===== config.mk =====
export PLATFORM = sky130hd
export DESIGN_NAME = lceq_top
export DESIGN_NICKNAME = d
export VERILOG_FILES = /design/src/lceq_top.v
export VERILOG_INCLUDE_DIRS = /design/src
export SDC_FILE = /design/constraint.sdc
export NUM_CORES = 1
export LEC_CHECK = 0
export BUFFER_PORTS_ARGS = -buffer_cell sky130_fd_sc_hd__buf_2
export CORE_ASPECT_RATIO = 0.5
export CORE_MARGIN = 2
export CORE_UTILIZATION = 60
export CTS_CLUSTER_SIZE = 10
export DETAILED_ROUTE_END_ITERATION = 12
export GPL_TIMING_DRIVEN = 1
export PLACE_DENSITY = 0.88
export RECOVER_POWER = 100
export SYNTH_ARGS = -nofsm -noshare
export SYNTH_HDL_FRONTEND = slang
export SYNTH_SLANG_ARGS = --single-unit

===== constraint.sdc =====
create_clock -name i_sys_clk -period 2.85 [get_ports i_sys_clk]
set_input_delay 0.1425 -clock i_sys_clk [delete_from_list [all_inputs] [get_ports i_sys_clk]]
set_output_delay 0.1425 -clock i_sys_clk [all_outputs]
set_load 0.005 [all_outputs]

===== src/lceq_regs.vh =====
// Register map, field positions and reset values for the link control and equalizer bank
`ifndef LCEQ_REGS_VH
`define LCEQ_REGS_VH

`define LCEQ_ADDR_W          8
`define LCEQ_OFF_FAULT       8'h41
`define LCEQ_OFF_BACKCH      8'h43
`define LCEQ_OFF_EQ_OVR      8'h44
`define LCEQ_OFF_EQ_FLOOR    8'h45
`define LCEQ_OFF_CTRL        8'h46
`define LCEQ_OFF_STATUS      8'h47
`define LCEQ_OFF_IRQ_MASK    8'h48

`define LCEQ_RST_FAULT       8'h03
`define LCEQ_RST_BACKCH      8'h00
`define LCEQ_RST_EQ_OVR      8'h60
`define LCEQ_RST_EQ_FLOOR    8'h80
`define LCEQ_RST_CTRL        8'h00
`define LCEQ_RST_MASK        8'h00

`define LCEQ_FAULT_EN_BIT    4
`define LCEQ_FAULT_THR_HI    3
`define LCEQ_FAULT_THR_LO    0
`define LCEQ_MISO_REL_BIT    4
`define LCEQ_CPOL_BIT        3
`define LCEQ_MODE_HI         2
`define LCEQ_MODE_LO         0
`define LCEQ_EQ_UP_HI        7
`define LCEQ_EQ_UP_LO        5
`define LCEQ_EQ_LOW_HI       3
`define LCEQ_EQ_LOW_LO       1
`define LCEQ_EQ_BYP_BIT      0
`define LCEQ_FLOOR_HI        3
`define LCEQ_FLOOR_LO        0
`define LCEQ_CTRL_PORT_BIT   0
`define LCEQ_CTRL_FLEN_BIT   1

`define LCEQ_MODE_NORMAL     3'h0
`define LCEQ_MODE_GPIO1      3'h1
`define LCEQ_MODE_GPIO2      3'h2
`define LCEQ_MODE_GPIO4      3'h3
`define LCEQ_MODE_RSVD_A     3'h4
`define LCEQ_MODE_RSVD_B     3'h5
`define LCEQ_MODE_FWD_SPI    3'h6
`define LCEQ_MODE_REV_SPI    3'h7

`define LCEQ_ST_LOCK_LOST    0
`define LCEQ_ST_LINK_ERR     1
`define LCEQ_ST_BAD_MODE     2
`define LCEQ_ST_W            3

`endif


===== src/lceq_top.v =====
// Link fault monitor, back-channel mode and equalizer override register bank
//
// What this block does
// - Count link errors only while the count enable bit is one.
// - Four-bit error threshold, default three, counter on pixel clock enable.
// - Watch both embedded edge bits and control word; drop lock at threshold.
// - With counting disabled, one link error drops lock.
// - Reverse SPI: data-out always driven, or released while select is low.
// - Polarity zero launches falling, samples rising; one the reverse.
// - Mode codes 000 to 011 select normal, one, two or four fast GPIOs.
// - Code 110 forward SPI, 111 reverse SPI; 100 and 101 reserved.
// - Bypass bit one disables adaptive equalization; zero keeps it running.
// - Bypassed setting is upper three bits then lower three bits.
// - Second-port select steers override register writes to second port.
// - Second-port select steers floor register to second port equalizer.
// - When floor enabled, adaptation starts from the four-bit floor value.
//
// Implementation choice: the plain strobed port.
`timescale 1ns/1ps
`include "lceq_regs.vh"

module lceq_top (
	input  wire       i_sys_clk,
	input  wire       i_srst,
	input  wire [7:0] i_addr,
	input  wire [7:0] i_wdata,
	input  wire       i_wr,
	input  wire       i_rd,
	output reg  [7:0] o_rdata,
	input  wire       i_pix_en,
	input  wire       i_edge_bit_a_err,
	input  wire       i_edge_bit_b_err,
	input  wire       i_control_payload_word_err,
	input  wire       i_lock_acquired,
	output reg        o_lock,
	input  wire       i_spi_select,
	input  wire       i_spi_miso_data,
	output wire       o_spi_miso,
	output wire       o_spi_miso_oe,
	output wire       o_spi_launch_rising,
	output wire       o_spi_sample_rising,
	output wire [2:0] o_fast_gpio_count,
	output wire       o_fwd_spi_en,
	output wire       o_rev_spi_en,
	input  wire       i_floor_pin_en,
	output reg        o_eq0_adapt_en,
	output reg  [5:0] o_eq0_setting,
	output reg  [3:0] o_eq0_floor,
	output reg        o_eq0_floor_en,
	output reg        o_eq1_adapt_en,
	output reg  [5:0] o_eq1_setting,
	output reg  [3:0] o_eq1_floor,
	output reg        o_eq1_floor_en,
	output wire       o_irq
);

	// Register storage, one override and floor copy per port
	reg  [7:0]            fault_r;
	reg  [7:0]            backch_r;
	reg  [7:0]            eq_ovr0_r;
	reg  [7:0]            eq_ovr1_r;
	reg  [7:0]            eq_floor0_r;
	reg  [7:0]            eq_floor1_r;
	reg  [7:0]            ctrl_r;
	reg  [7:0]            mask_r;
	reg  [`LCEQ_ST_W-1:0] status_r;
	reg  [`LCEQ_ST_W-1:0] status_nxt;
	reg  [3:0]            err_cnt_r;
	reg  [3:0]            err_cnt_nxt;
	reg                   lock_nxt;
	reg  [7:0]            rdata_nxt;

	wire       port_sel   = ctrl_r[`LCEQ_CTRL_PORT_BIT];
	wire       cnt_en     = fault_r[`LCEQ_FAULT_EN_BIT];
	wire [3:0] threshold  = fault_r[`LCEQ_FAULT_THR_HI:`LCEQ_FAULT_THR_LO];
	wire [2:0] mode       = backch_r[`LCEQ_MODE_HI:`LCEQ_MODE_LO];
	wire       wr_fault   = i_wr && (i_addr == `LCEQ_OFF_FAULT);
	wire       rd_status  = i_rd && (i_addr == `LCEQ_OFF_STATUS);

	wire       link_err   = i_pix_en &&
		(i_edge_bit_a_err || i_edge_bit_b_err || i_control_payload_word_err);
	wire       bad_mode   = (mode == `LCEQ_MODE_RSVD_A) || (mode == `LCEQ_MODE_RSVD_B);
	wire       lose_lock  = o_lock && link_err &&
		(!cnt_en || (err_cnt_r + 4'h1 >= threshold));

	// Register writes; reserved bits are kept so they read back
	always @(posedge i_sys_clk) begin
		if (i_srst) begin
			fault_r     <= `LCEQ_RST_FAULT;
			backch_r    <= `LCEQ_RST_BACKCH;
			eq_ovr0_r   <= `LCEQ_RST_EQ_OVR;
			eq_ovr1_r   <= `LCEQ_RST_EQ_OVR;
			eq_floor0_r <= `LCEQ_RST_EQ_FLOOR;
			eq_floor1_r <= `LCEQ_RST_EQ_FLOOR;
			ctrl_r      <= `LCEQ_RST_CTRL;
			mask_r      <= `LCEQ_RST_MASK;
		end else if (i_wr) begin
			if (i_addr == `LCEQ_OFF_FAULT) begin
				fault_r <= i_wdata;
			end else if (i_addr == `LCEQ_OFF_BACKCH) begin
				backch_r <= i_wdata;
			end else if (i_addr == `LCEQ_OFF_EQ_OVR) begin
				if (port_sel)
					eq_ovr1_r <= i_wdata;
				else
					eq_ovr0_r <= i_wdata;
			end else if (i_addr == `LCEQ_OFF_EQ_FLOOR) begin
				if (port_sel)
					eq_floor1_r <= i_wdata;
				else
					eq_floor0_r <= i_wdata;
			end else if (i_addr == `LCEQ_OFF_CTRL) begin
				ctrl_r <= i_wdata;
			end else if (i_addr == `LCEQ_OFF_IRQ_MASK) begin
				mask_r <= i_wdata;
			end
		end
	end

	// Error counter and lock state
	always @* begin
		err_cnt_nxt = err_cnt_r;
		lock_nxt    = o_lock;
		if (!o_lock) begin
			err_cnt_nxt = 4'h0;
			if (i_lock_acquired)
				lock_nxt = 1'b1;
		end else if (!cnt_en || wr_fault) begin
			err_cnt_nxt = 4'h0;
			if (!cnt_en && link_err)
				lock_nxt = 1'b0;
		end else if (link_err) begin
			err_cnt_nxt = err_cnt_r + 4'h1;
			if (lose_lock)
				lock_nxt = 1'b0;
		end
	end

	always @(posedge i_sys_clk) begin
		if (i_srst) begin
			err_cnt_r <= 4'h0;
			o_lock    <= 1'b0;
		end else begin
			err_cnt_r <= err_cnt_nxt;
			o_lock    <= lock_nxt;
		end
	end

	// Sticky events, set wins over the read clear
	always @* begin
		status_nxt = rd_status ? {`LCEQ_ST_W{1'b0}} : status_r;
		if (o_lock && !lock_nxt)
			status_nxt[`LCEQ_ST_LOCK_LOST] = 1'b1;
		if (link_err && o_lock)
			status_nxt[`LCEQ_ST_LINK_ERR] = 1'b1;
		if (bad_mode)
			status_nxt[`LCEQ_ST_BAD_MODE] = 1'b1;
	end

	always @(posedge i_sys_clk) begin
		if (i_srst)
			status_r <= {`LCEQ_ST_W{1'b0}};
		else
			status_r <= status_nxt;
	end

	assign o_irq = |(status_r & mask_r[`LCEQ_ST_W-1:0]);

	// Read mux; data valid the cycle after the strobe, unmapped reads zero
	always @* begin
		rdata_nxt = 8'h00;
		if (i_addr == `LCEQ_OFF_FAULT)
			rdata_nxt = fault_r;
		else if (i_addr == `LCEQ_OFF_BACKCH)
			rdata_nxt = backch_r;
		else if (i_addr == `LCEQ_OFF_EQ_OVR)
			rdata_nxt = port_sel ? eq_ovr1_r : eq_ovr0_r;
		else if (i_addr == `LCEQ_OFF_EQ_FLOOR)
			rdata_nxt = port_sel ? eq_floor1_r : eq_floor0_r;
		else if (i_addr == `LCEQ_OFF_CTRL)
			rdata_nxt = ctrl_r;
		else if (i_addr == `LCEQ_OFF_STATUS)
			rdata_nxt = {{(8-`LCEQ_ST_W){1'b0}}, status_r};
		else if (i_addr == `LCEQ_OFF_IRQ_MASK)
			rdata_nxt = mask_r;
	end

	always @(posedge i_sys_clk) begin
		if (i_srst)
			o_rdata <= 8'h00;
		else if (i_rd)
			o_rdata <= rdata_nxt;
		else
			o_rdata <= 8'h00;
	end

	assign o_fast_gpio_count = (mode == `LCEQ_MODE_GPIO1) ? 3'h1 :
		(mode == `LCEQ_MODE_GPIO2) ? 3'h2 :
		(mode == `LCEQ_MODE_GPIO4) ? 3'h4 : 3'h0;
	// SPI tunnel modes, reserved codes enable nothing
	assign o_fwd_spi_en = (mode == `LCEQ_MODE_FWD_SPI);
	assign o_rev_spi_en = (mode == `LCEQ_MODE_REV_SPI);

	assign o_spi_launch_rising = backch_r[`LCEQ_CPOL_BIT];
	assign o_spi_sample_rising = !backch_r[`LCEQ_CPOL_BIT];

	assign o_spi_miso_oe = o_rev_spi_en &&
		(!backch_r[`LCEQ_MISO_REL_BIT] || i_spi_select);
	assign o_spi_miso = o_spi_miso_oe ? i_spi_miso_data : 1'b0;

	// Equalizer controls per port, registered so they stay glitch free
	always @(posedge i_sys_clk) begin
		if (i_srst) begin
			o_eq0_adapt_en <= 1'b1;
			o_eq1_adapt_en <= 1'b1;
			o_eq0_setting  <= 6'h00;
			o_eq1_setting  <= 6'h00;
			o_eq0_floor    <= 4'h0;
			o_eq1_floor    <= 4'h0;
			o_eq0_floor_en <= 1'b0;
			o_eq1_floor_en <= 1'b0;
		end else begin
			o_eq0_adapt_en <= !eq_ovr0_r[`LCEQ_EQ_BYP_BIT];
			o_eq1_adapt_en <= !eq_ovr1_r[`LCEQ_EQ_BYP_BIT];
			o_eq0_setting  <= eq_ovr0_r[`LCEQ_EQ_BYP_BIT] ?
				{eq_ovr0_r[`LCEQ_EQ_UP_HI:`LCEQ_EQ_UP_LO],
				eq_ovr0_r[`LCEQ_EQ_LOW_HI:`LCEQ_EQ_LOW_LO]} : 6'h00;
			o_eq1_setting  <= eq_ovr1_r[`LCEQ_EQ_BYP_BIT] ?
				{eq_ovr1_r[`LCEQ_EQ_UP_HI:`LCEQ_EQ_UP_LO],
				eq_ovr1_r[`LCEQ_EQ_LOW_HI:`LCEQ_EQ_LOW_LO]} : 6'h00;
			o_eq0_floor    <= eq_floor0_r[`LCEQ_FLOOR_HI:`LCEQ_FLOOR_LO];
			o_eq1_floor    <= eq_floor1_r[`LCEQ_FLOOR_HI:`LCEQ_FLOOR_LO];
			o_eq0_floor_en <= i_floor_pin_en || ctrl_r[`LCEQ_CTRL_FLEN_BIT];
			o_eq1_floor_en <= i_floor_pin_en || ctrl_r[`LCEQ_CTRL_FLEN_BIT];
		end
	end

endmodule


Word-level counts from Yosys, hierarchy flattened
Index checks and enable logic that the tools add are counted.
{ "totals": {"in_bits": 28, "elab_cells": 108, "ff_bits": 103} }
{ "classes": {"n_reduce_logical": 37, "bitwise": 11, "addsub": 1, "eq_ne": 14, "n_mux": 23, "n_lt_le_gt_ge": 1} }
{ "op_table": {"columns": ["op", "n"], "rows": [
  ["$mux W8", 9],
  ["$eq A8 B7 Y1 const B", 7],
  ["$reduce_and A6 Y1", 3],
  ["$eq A3 B3 Y1 const B", 4],
  ["$mux W3", 4],
  ["$mux W1", 10],
  ["$not A1 Y1", 10],
  ["$reduce_and A5 Y1", 2],
  ["$logic_and A1 B1 Y1", 8],
  ["$logic_or A1 B1 Y1", 7],
  ["$reduce_and A7 Y1", 1],
  ["$eq A3 B2 Y1 const B", 2],
  ["$logic_not A1 Y1", 6],
  ["$reduce_bool A2 Y1", 3],
  ["$reduce_or A2 Y1", 3],
  ["$reduce_or A3 Y1", 2],
  ["$add A4 B1 Y4 const B", 1],
  ["$ge A4 B4 Y1", 1],
  ["$and A3 B3 Y3", 1],
  ["$eq A3 B1 Y1 const B", 1],
  ["$reduce_and A3 Y1", 1],
  ["$reduce_and A2 Y1", 1]
]} }

Logic depth before layout (Yosys ltp)
Gate-level depths: netlist of the first run.
{ "depth": {"ltp_word": 12, "depth_mapped": 6} }

Worst setup path after synthesis of the first run
No wires, ideal clock.
{ "synth_timing": {"path_kind": "register to register", "from": "register ctrl_r[0]", "to": "register o_rdata[7]", "setup_time_ns": 0.121, "path_stages_with_launch": 7, "t_arrival_ns": 1.755, "t_required_ns": 2.729, "path_slack_ns": 0.974, "path_buffers": 2, "cell_sequence": "dfxtp_1 -> clkbuf_1 -> buf_1 -> mux4_2 -> o2bb2ai_1 -> nand3_1 -> o31ai_1"} }
{ "synth_via": {"elab_chain_cells": 5, "word_cells_on_any_way": 6, "classes_between": "mux: 6"} }
{ "synth_rtl": {"columns": ["element", "line", "text"], "rows": [
  ["start: declaration", "lceq_top.v:64", "reg [7:0] ctrl_r;"],
  ["start signal: assignment", "lceq_top.v:95", "ctrl_r <= `LCEQ_RST_CTRL;"],
  ["start signal: assignment", "lceq_top.v:113", "ctrl_r <= i_wdata;"],
  ["$mux W8", "lceq_top.v:179", "rdata_nxt = port_sel ? eq_floor1_r : eq_floor0_r;"],
  ["$mux W8", "lceq_top.v:178", "else if (i_addr == `LCEQ_OFF_EQ_FLOOR)"],
  ["$mux W8 (*)", "lceq_top.v:176", "else if (i_addr == `LCEQ_OFF_EQ_OVR)"],
  ["$mux W8 (*)", "lceq_top.v:174", "else if (i_addr == `LCEQ_OFF_BACKCH)"],
  ["$mux W8 (*)", "lceq_top.v:172", "if (i_addr == `LCEQ_OFF_FAULT)"],
  ["end signal: assignment", "lceq_top.v:192", "o_rdata <= rdata_nxt;"],
  ["end: declaration", "lceq_top.v:29", "output reg [7:0] o_rdata,"]
]} }
Mark *: on every way between the ends. The rest lies on a longest branch, timed or not.
A chain may end at the register's enable or synchronous reset.

Final worst setup path of the first run
{ "layout_timing": {"from": "input port i_addr[0]", "to": "register backch_r[3]"} }
{ "layout_via": {"elab_chain_cells": 3, "word_cells_on_any_way": 4, "classes_between": "eq/ne: 2; bitwise: 1; reduce/logical: 1"} }
{ "layout_rtl": {"columns": ["element", "line", "text"], "rows": [
  ["start: declaration", "lceq_top.v:25", "input wire [7:0] i_addr,"],
  ["$eq A8 B7 Y1 (no source line)", null, null],
  ["$not A1 Y1 (no source line)", null, null],
  ["$reduce_and A3 Y1 (no source line) (*)", null, null],
  ["end signal: assignment", "lceq_top.v:90", "backch_r <= `LCEQ_RST_BACKCH;"],
  ["end signal: assignment", "lceq_top.v:101", "backch_r <= i_wdata;"],
  ["end: declaration", "lceq_top.v:59", "reg [7:0] backch_r;"]
]} }
Marked as above.

==> flow_summary.json, run 1 <==
{
  "synthSimpleGateAreaFrac": 0.215,
  "synth_mux_area_frac": 0.167,
  "num_rows": 22,
  "die_h_um": 64.8,
  "coreArea_um2": 7240,
  "synth_xor_area_frac": 0.00988,
  "cts_resized": 0,
  "start_kind": "input port",
  "die_w_um": 126,
  "ir_drop_mv": 0.344,
  "clock_path_buffers": 2,
  "whs_ns": 0.0780,
  "final.period_utilization": 0.798,
  "worstPathArrival_ns": 2.45,
  "ys_seq_area_frac": 0.465,
  "dr.pass1.iters": 6,
  "power_mw": 2.93,
  "min_period_ns": 2.28,
  "worst_skew_pair.late_latency_ns": 0.35,
  "grt_pass1_wl_um": 16800,
  "critical_path_class": "input port to register",
  "finish.instance_area_um2": 5090,
  "rsz0062_at_grt": "no",
  "grt_usage": 0.269,
  "antenna_found_initial": 0,
  "ant_nets": 0,
  "hold_start": "i_lock_acquired",
  "cts_tree": "yes",
  "fillerInstances": 575,
  "drc_errors": 0,
  "hold_class": "input port to register",
  "io_pins": 71,
  "syn_avg_cell_area_um2": 9.41,
  "clk_pin_slew_worst_paths_ns": 0.07,
  "worst_pin_slew_ns": 1.50,
  "timing.rr.start": "ctrl_r[0]$_SDFFE_PP0P_",
  "vias": 3726,
  "finalNonFillerCells": 621,
  "numCtsBuffers": 9,
  "synth_edf_count": 0,
  "routed_wl_um": 10800,
  "dp_cells": 605,
  "hold_violations": 0,
  "status": "finished with violations",
  "slew_viol_final": 36,
  "clock-sinks": 103,
  "grt_pass1_vias": 3298,
  "drive_above_1_share": 0.160,
  "max_freq_ghz": 0.439,
  "overflow": 0,
  "gp_congestion": 0.938,
  "synth-async-reset-ratio": 0,
  "synth_warnings": 0,
  "fin_ws_ns": 0.574,
  "cp_max_fo": 22,
  "startpoint": "i_addr[0]",
  "diodes": 0,
  "cts_setup_buffers": 0,
  "synth_seq_cells": 103,
  "netlist_area_um2": 4430,
  "grt_start_max_net_pins": 37,
  "fin_skew_ns": 0.00416,
  "avgRoutedWirePerCell_um": 17.5,
  "cap_viol_max_count": 1,
  "violations": "max-capacitance violations, max-slew violations",
  "nets": 554,
  "htreeDepth": 3,
  "first_iter_violations": 435,
  "areaGrowthSynthToFinish_pct": 14.7,
  "start_util": 0.613,
  "final_util": 0.703,
  "ctsHoldBuffers": 1,
  "synth_nets": 504,
  "post_synth_num_cell_types": 54,
  "dp_hpwl_um": 7430,
  "setup_viol": 0,
  "place_area_um2": 4780,
  "yosys_most_used_dff": "dfxtp_1",
  "endpoint_kind": "register",
  "critical_path_required_ns": 3.02,
  "fin_setup_tns_ns": 0,
  "synth_top_family_by_area": "simple AND/OR/NAND/NOR gates",
  "r2r_slack_ns": 0.68,
  "cts_root_buf": "clkbuf_16",
  "synth_compound_area_frac": 0.0832,
  "yosys.area_share.adder": 0.0141,
  "via_per_inst": 6.00,
  "post-place-ws_ns": 0.712,
  "die_area_um2": 8140,
  "p_leak_nw": 2.11,
  "portBuffers": 70,
  "netlist_instances": 471,
  "powerDensity_nw_per_um2": 577,
  "relSlewSlack": -0.00329
}
## synth_stat cells (2+ instances only)
| cell | count | area (µm²) |
|---|---|---|
| a21oi_1 | 16 | 80.1 |
| a222oi_1 | 3 | 30.0 |
| a2bb2oi_1 | 3 | 26.3 |
| a311oi_1 | 3 | 26.3 |
| a31oi_1 | 2 | 12.5 |
| a32oi_1 | 2 | 17.5 |
| and2_1 | 15 | 93.8 |
| and3_1 | 3 | 18.8 |
| and3b_1 | 2 | 17.5 |
| buf_1 | 4 | 15.0 |
| buf_2 | 2 | 10.0 |
| buf_4 | 2 | 15.0 |
| clkbuf_1 | 27 | 101 |
| dfxtp_1 | 103 | 2060 |
| ha_1 | 5 | 62.6 |
| inv_1 | 12 | 45.0 |
| mux2i_1 | 64 | 641 |
| mux4_2 | 4 | 90.1 |
| nand2_1 | 43 | 161 |
| nand2b_1 | 6 | 37.5 |
| nand3_1 | 18 | 90.1 |
| nand3b_1 | 2 | 15.0 |
| nand4_1 | 6 | 37.5 |
| nor2_1 | 54 | 203 |
| nor2b_1 | 18 | 113 |
| nor3_1 | 3 | 15.0 |
| nor3b_1 | 3 | 22.5 |
| nor4_4 | 2 | 42.5 |
| o21ai_0 | 12 | 60.1 |
| o2bb2ai_1 | 2 | 17.5 |
| o31ai_1 | 3 | 22.5 |
| or3b_2 | 2 | 17.5 |
| xnor2_1 | 2 | 17.5 |
| xor2_1 | 3 | 26.3 |
## worst paths after layout
path                                               endpoint  cells past startpoint
worst max-delay path               backch_r[3]$_SDFFE_PP0P_                      5
worst min-delay path                      o_lock$_SDFF_PP0_                      3
worst max register to register  eq_floor0_r[2]$_SDFFE_PP0P_                      4
worst min register to register       mask_r[7]$_SDFFE_PP0P_                      2
## worst max-delay path, cell delays in order
cell      delay [ns]
clkbuf_1        0.79
nand3_1         0.21
nor4_2          0.96
mux2i_1         0.28
nor2_1          0.06
## final cells by class
class,instances,area (µm²),area share
Multi-Input combinational cell,319,2160,0.424
Sequential cell,103,2060,0.405
Timing Repair Buffer,75,367,0.0721
Clock buffer,12,267,0.0524
Tap cell,96,120,0.0236
Clock inverter,3,65.1,0.0128
Inverter,13,48.8,0.00959
## cell families after synthesis
kind of cell,Yosys count
and+or+nand+nor,185
DFF,103
muxes,69
AOI/OAI and AO/OA,55
buffers and inverters,49
xor gates and xnor gates,5
adders and majority gates,5
## report_power, final
part	leakage [nW]	switching [mW]	total, mW	internal [mW]
combinational	1.11	0.0961	0.137	0.0413
sequential	0.831	0.00422	1.45	1.44
clock	0.165	0.515	1.35	0.835
total	2.11	0.615	2.93	2.32
## flip-flops by register name, summed over array words and instances (netlist names), 6 cells and up
register	cells
eq_floor0_r	8
o_eq1_setting	6
eq_ovr0_r	8
backch_r	8
o_rdata	8
fault_r	8
ctrl_r	8
o_eq0_setting	6
eq_ovr1_r	8
mask_r	8
eq_floor1_r	8
## layout by cell type (no fill, tap or decap), types with 3 or more instances in the layout
master     netlist  layout
dfxtp_1        103     103
mux2i_1         64      64
nor2_1          54      54
buf_2            2      54
nand2_1         43      43
nand3_1         18      18
nor2b_1         18      18
a21oi_1         16      16
clkbuf_1        27      14
inv_1           12      12
o21ai_0         12      12
and2_0           1      10
clkbuf_16        0       9
nand4_1          6       6
nand2b_1         6       6
and2_1          15       6
ha_1             5       5
mux4_2           4       4
xor2_1           3       3
nor3b_1          3       3
and3_1           3       3
a222oi_1         3       3
nor3_1           3       3
a311oi_1         3       3
a2bb2oi_1        3       3
o31ai_1          3       3
clkbuf_8         0       3
clkbuf_2         0       3
## metal layers
layer | wire length (µm) | track usage
met3 | 1120 | 0.0900
met5 | 0 | 0
met1 | 4590 | 0.344
met2 | 4850 | 0.431
met4 | 282 | 0.0972
Note: power is estimated with default switching activity, not from simulation.
==> run 2, diff against run 1 <==
CORE_UTILIZATION = 51   (was 60)
PLACE_DENSITY = 0.8   (was 0.88)
clock period = 1.9 ns   (was 2.85 ns; I/O delays follow)
==> flow_summary.json, run 2 (same netlist as run 1, synthesis figures left out) <==
{
  "status": "complete, no violations",
  "final.period_utilization": 0.953,
  "endpoint_kind": "register",
  "antenna_found_initial": 0,
  "relSlewSlack": 0.430,
  "grt_pass1_vias": 3411,
  "vias": 3619,
  "hold_class": "input port to register",
  "setup_viol": 0,
  "gp_congestion": 0.912,
  "worst_skew_pair.late_latency_ns": 0.35,
  "portBuffers": 70,
  "clock-sinks": 103,
  "fin_skew_ns": 0.00965,
  "drc_errors": 0,
  "worst_pin_slew_ns": 0.855,
  "via_per_inst": 5.48,
  "worstPathArrival_ns": 2.03,
  "rsz0062_at_grt": "no",
  "slew_viol_final": 0,
  "routed_wl_um": 11200,
  "cap_viol_max_count": 0,
  "hold_violations": 0,
  "die_h_um": 69.9,
  "critical_path_required_ns": 2.12,
  "critical_path_class": "register to register",
  "cts_setup_buffers": 0,
  "htreeDepth": 3,
  "finalNonFillerCells": 660,
  "avgRoutedWirePerCell_um": 17.0,
  "drive_above_1_share": 0.192,
  "p_leak_nw": 2.20,
  "clock_path_buffers": 2,
  "die_area_um2": 9500,
  "first_iter_violations": 424,
  "die_w_um": 136,
  "layout_common_cells": "dfxtp_1 (103), mux2i_1 (64), nor2_1 (54), buf_2 (54), nand2_1 (43)",
  "max_freq_ghz": 0.552,
  "start_util": 0.539,
  "dp_cells": 643,
  "start_kind": "register",
  "diodes": 0,
  "num_rows": 23,
  "cp_max_fo": 8,
  "overflow": 0,
  "cts_root_buf": "clkbuf_16",
  "ir_drop_mv": 0.466,
  "dp_hpwl_um": 7930,
  "cts_tree": "yes",
  "nets": 576,
  "grt_usage": 0.246,
  "numCtsBuffers": 9,
  "fin_setup_tns_ns": 0,
  "mostFrequentLayoutCell": "dfxtp_1",
  "grt_pass1_wl_um": 17600,
  "dr.pass1.iters": 5,
  "coreArea_um2": 8230,
  "clk_pin_slew_worst_paths_ns": 0.07,
  "ant_nets": 0,
  "areaGrowthSynthToFinish_pct": 17.9,
  "min_period_ns": 1.81,
  "grt_start_max_net_pins": 28,
  "powerDensity_nw_per_um2": 800,
  "io_pins": 71
}
-- run 2: stage by stage --
| step | util | instance area, µm² | setup slack, ns | power (mW) | hold slack (ns) |
|---|---|---|---|---|---|
| global placement | 0.608 | 5000 | 0.102 | 2.44 | 0.301 |
| finish | 0.635 | 5230 | 0.0899 | 4.18 | 0.0690 |
| detailed placement | 0.608 | 5000 | 0.0702 | 2.44 | 0.316 |
| global route | 0.635 | 5230 | 0.00960 | 4.30 | 0.0795 |
| CTS | 0.645 | 5310 | 0.0967 | 4.20 | 0.0593 |
| floorplan | - | 4430 | 0.0239 | 2.35 | 0.211 |
-- run 2: repair_timing --
item                       4_1_cts  5_1_grt
hold buffers                     1        0
hold endpoints to repair         1        0
gates resized for setup          0        1
setup endpoints to repair        0        1
-- run 2: area by class of cell --
class | count | area, µm²
sequential | 103 | 2060
multi-input combinational | 319 | 2170
inverter | 13 | 48.8
clock inverter | 6 | 51.3
tap | 112 | 140
clock buffer | 10 | 239
timing repair buffer | 97 | 515
fill | 673 | 3000
-- run 2: path summary, 6_finish.rpt --
check / start / to / slack (ns) / cells past startpoint
min: i_lock_acquired / o_lock$_SDFF_PP0_ / 0.07 / 3
max reg2reg: ctrl_r[0]$_SDFFE_PP0P_ / eq_floor0_r[3]$_SDFFE_PP0P_ / 0.09 / 5
max: ctrl_r[0]$_SDFFE_PP0P_ / eq_floor0_r[3]$_SDFFE_PP0P_ / 0.09 / 5
min reg2reg: mask_r[5]$_SDFFE_PP0P_ / mask_r[5]$_SDFFE_PP0P_ / 0.46 / 2
-- run 2: per-layer routing --
metal | global-route usage | routed length (µm) | vias up
met1 | 0.326 | 5230 | 1711
met5 | 0 | 0 | -
met3 | 0.0675 | 764 | 16
met4 | 0.0787 | 156 | 0
met2 | 0.391 | 5090 | 115
li1 | - | - | 1777
-- run 2: critical path, cell delays in order (launching register included) --
cell and delay [ns]:
dfxtp_1 0.34, or3b_2 0.51, or4_1 0.43, buf_6 0.17, mux2i_1 0.17, nor2_1 0.06
-- run 2: report_power, final --
group          internal (mW)  switching, mW  total [mW]
Sequential              2.16        0.00545        2.17
Combinational         0.0739          0.152       0.226
Clock                  0.945          0.840        1.79
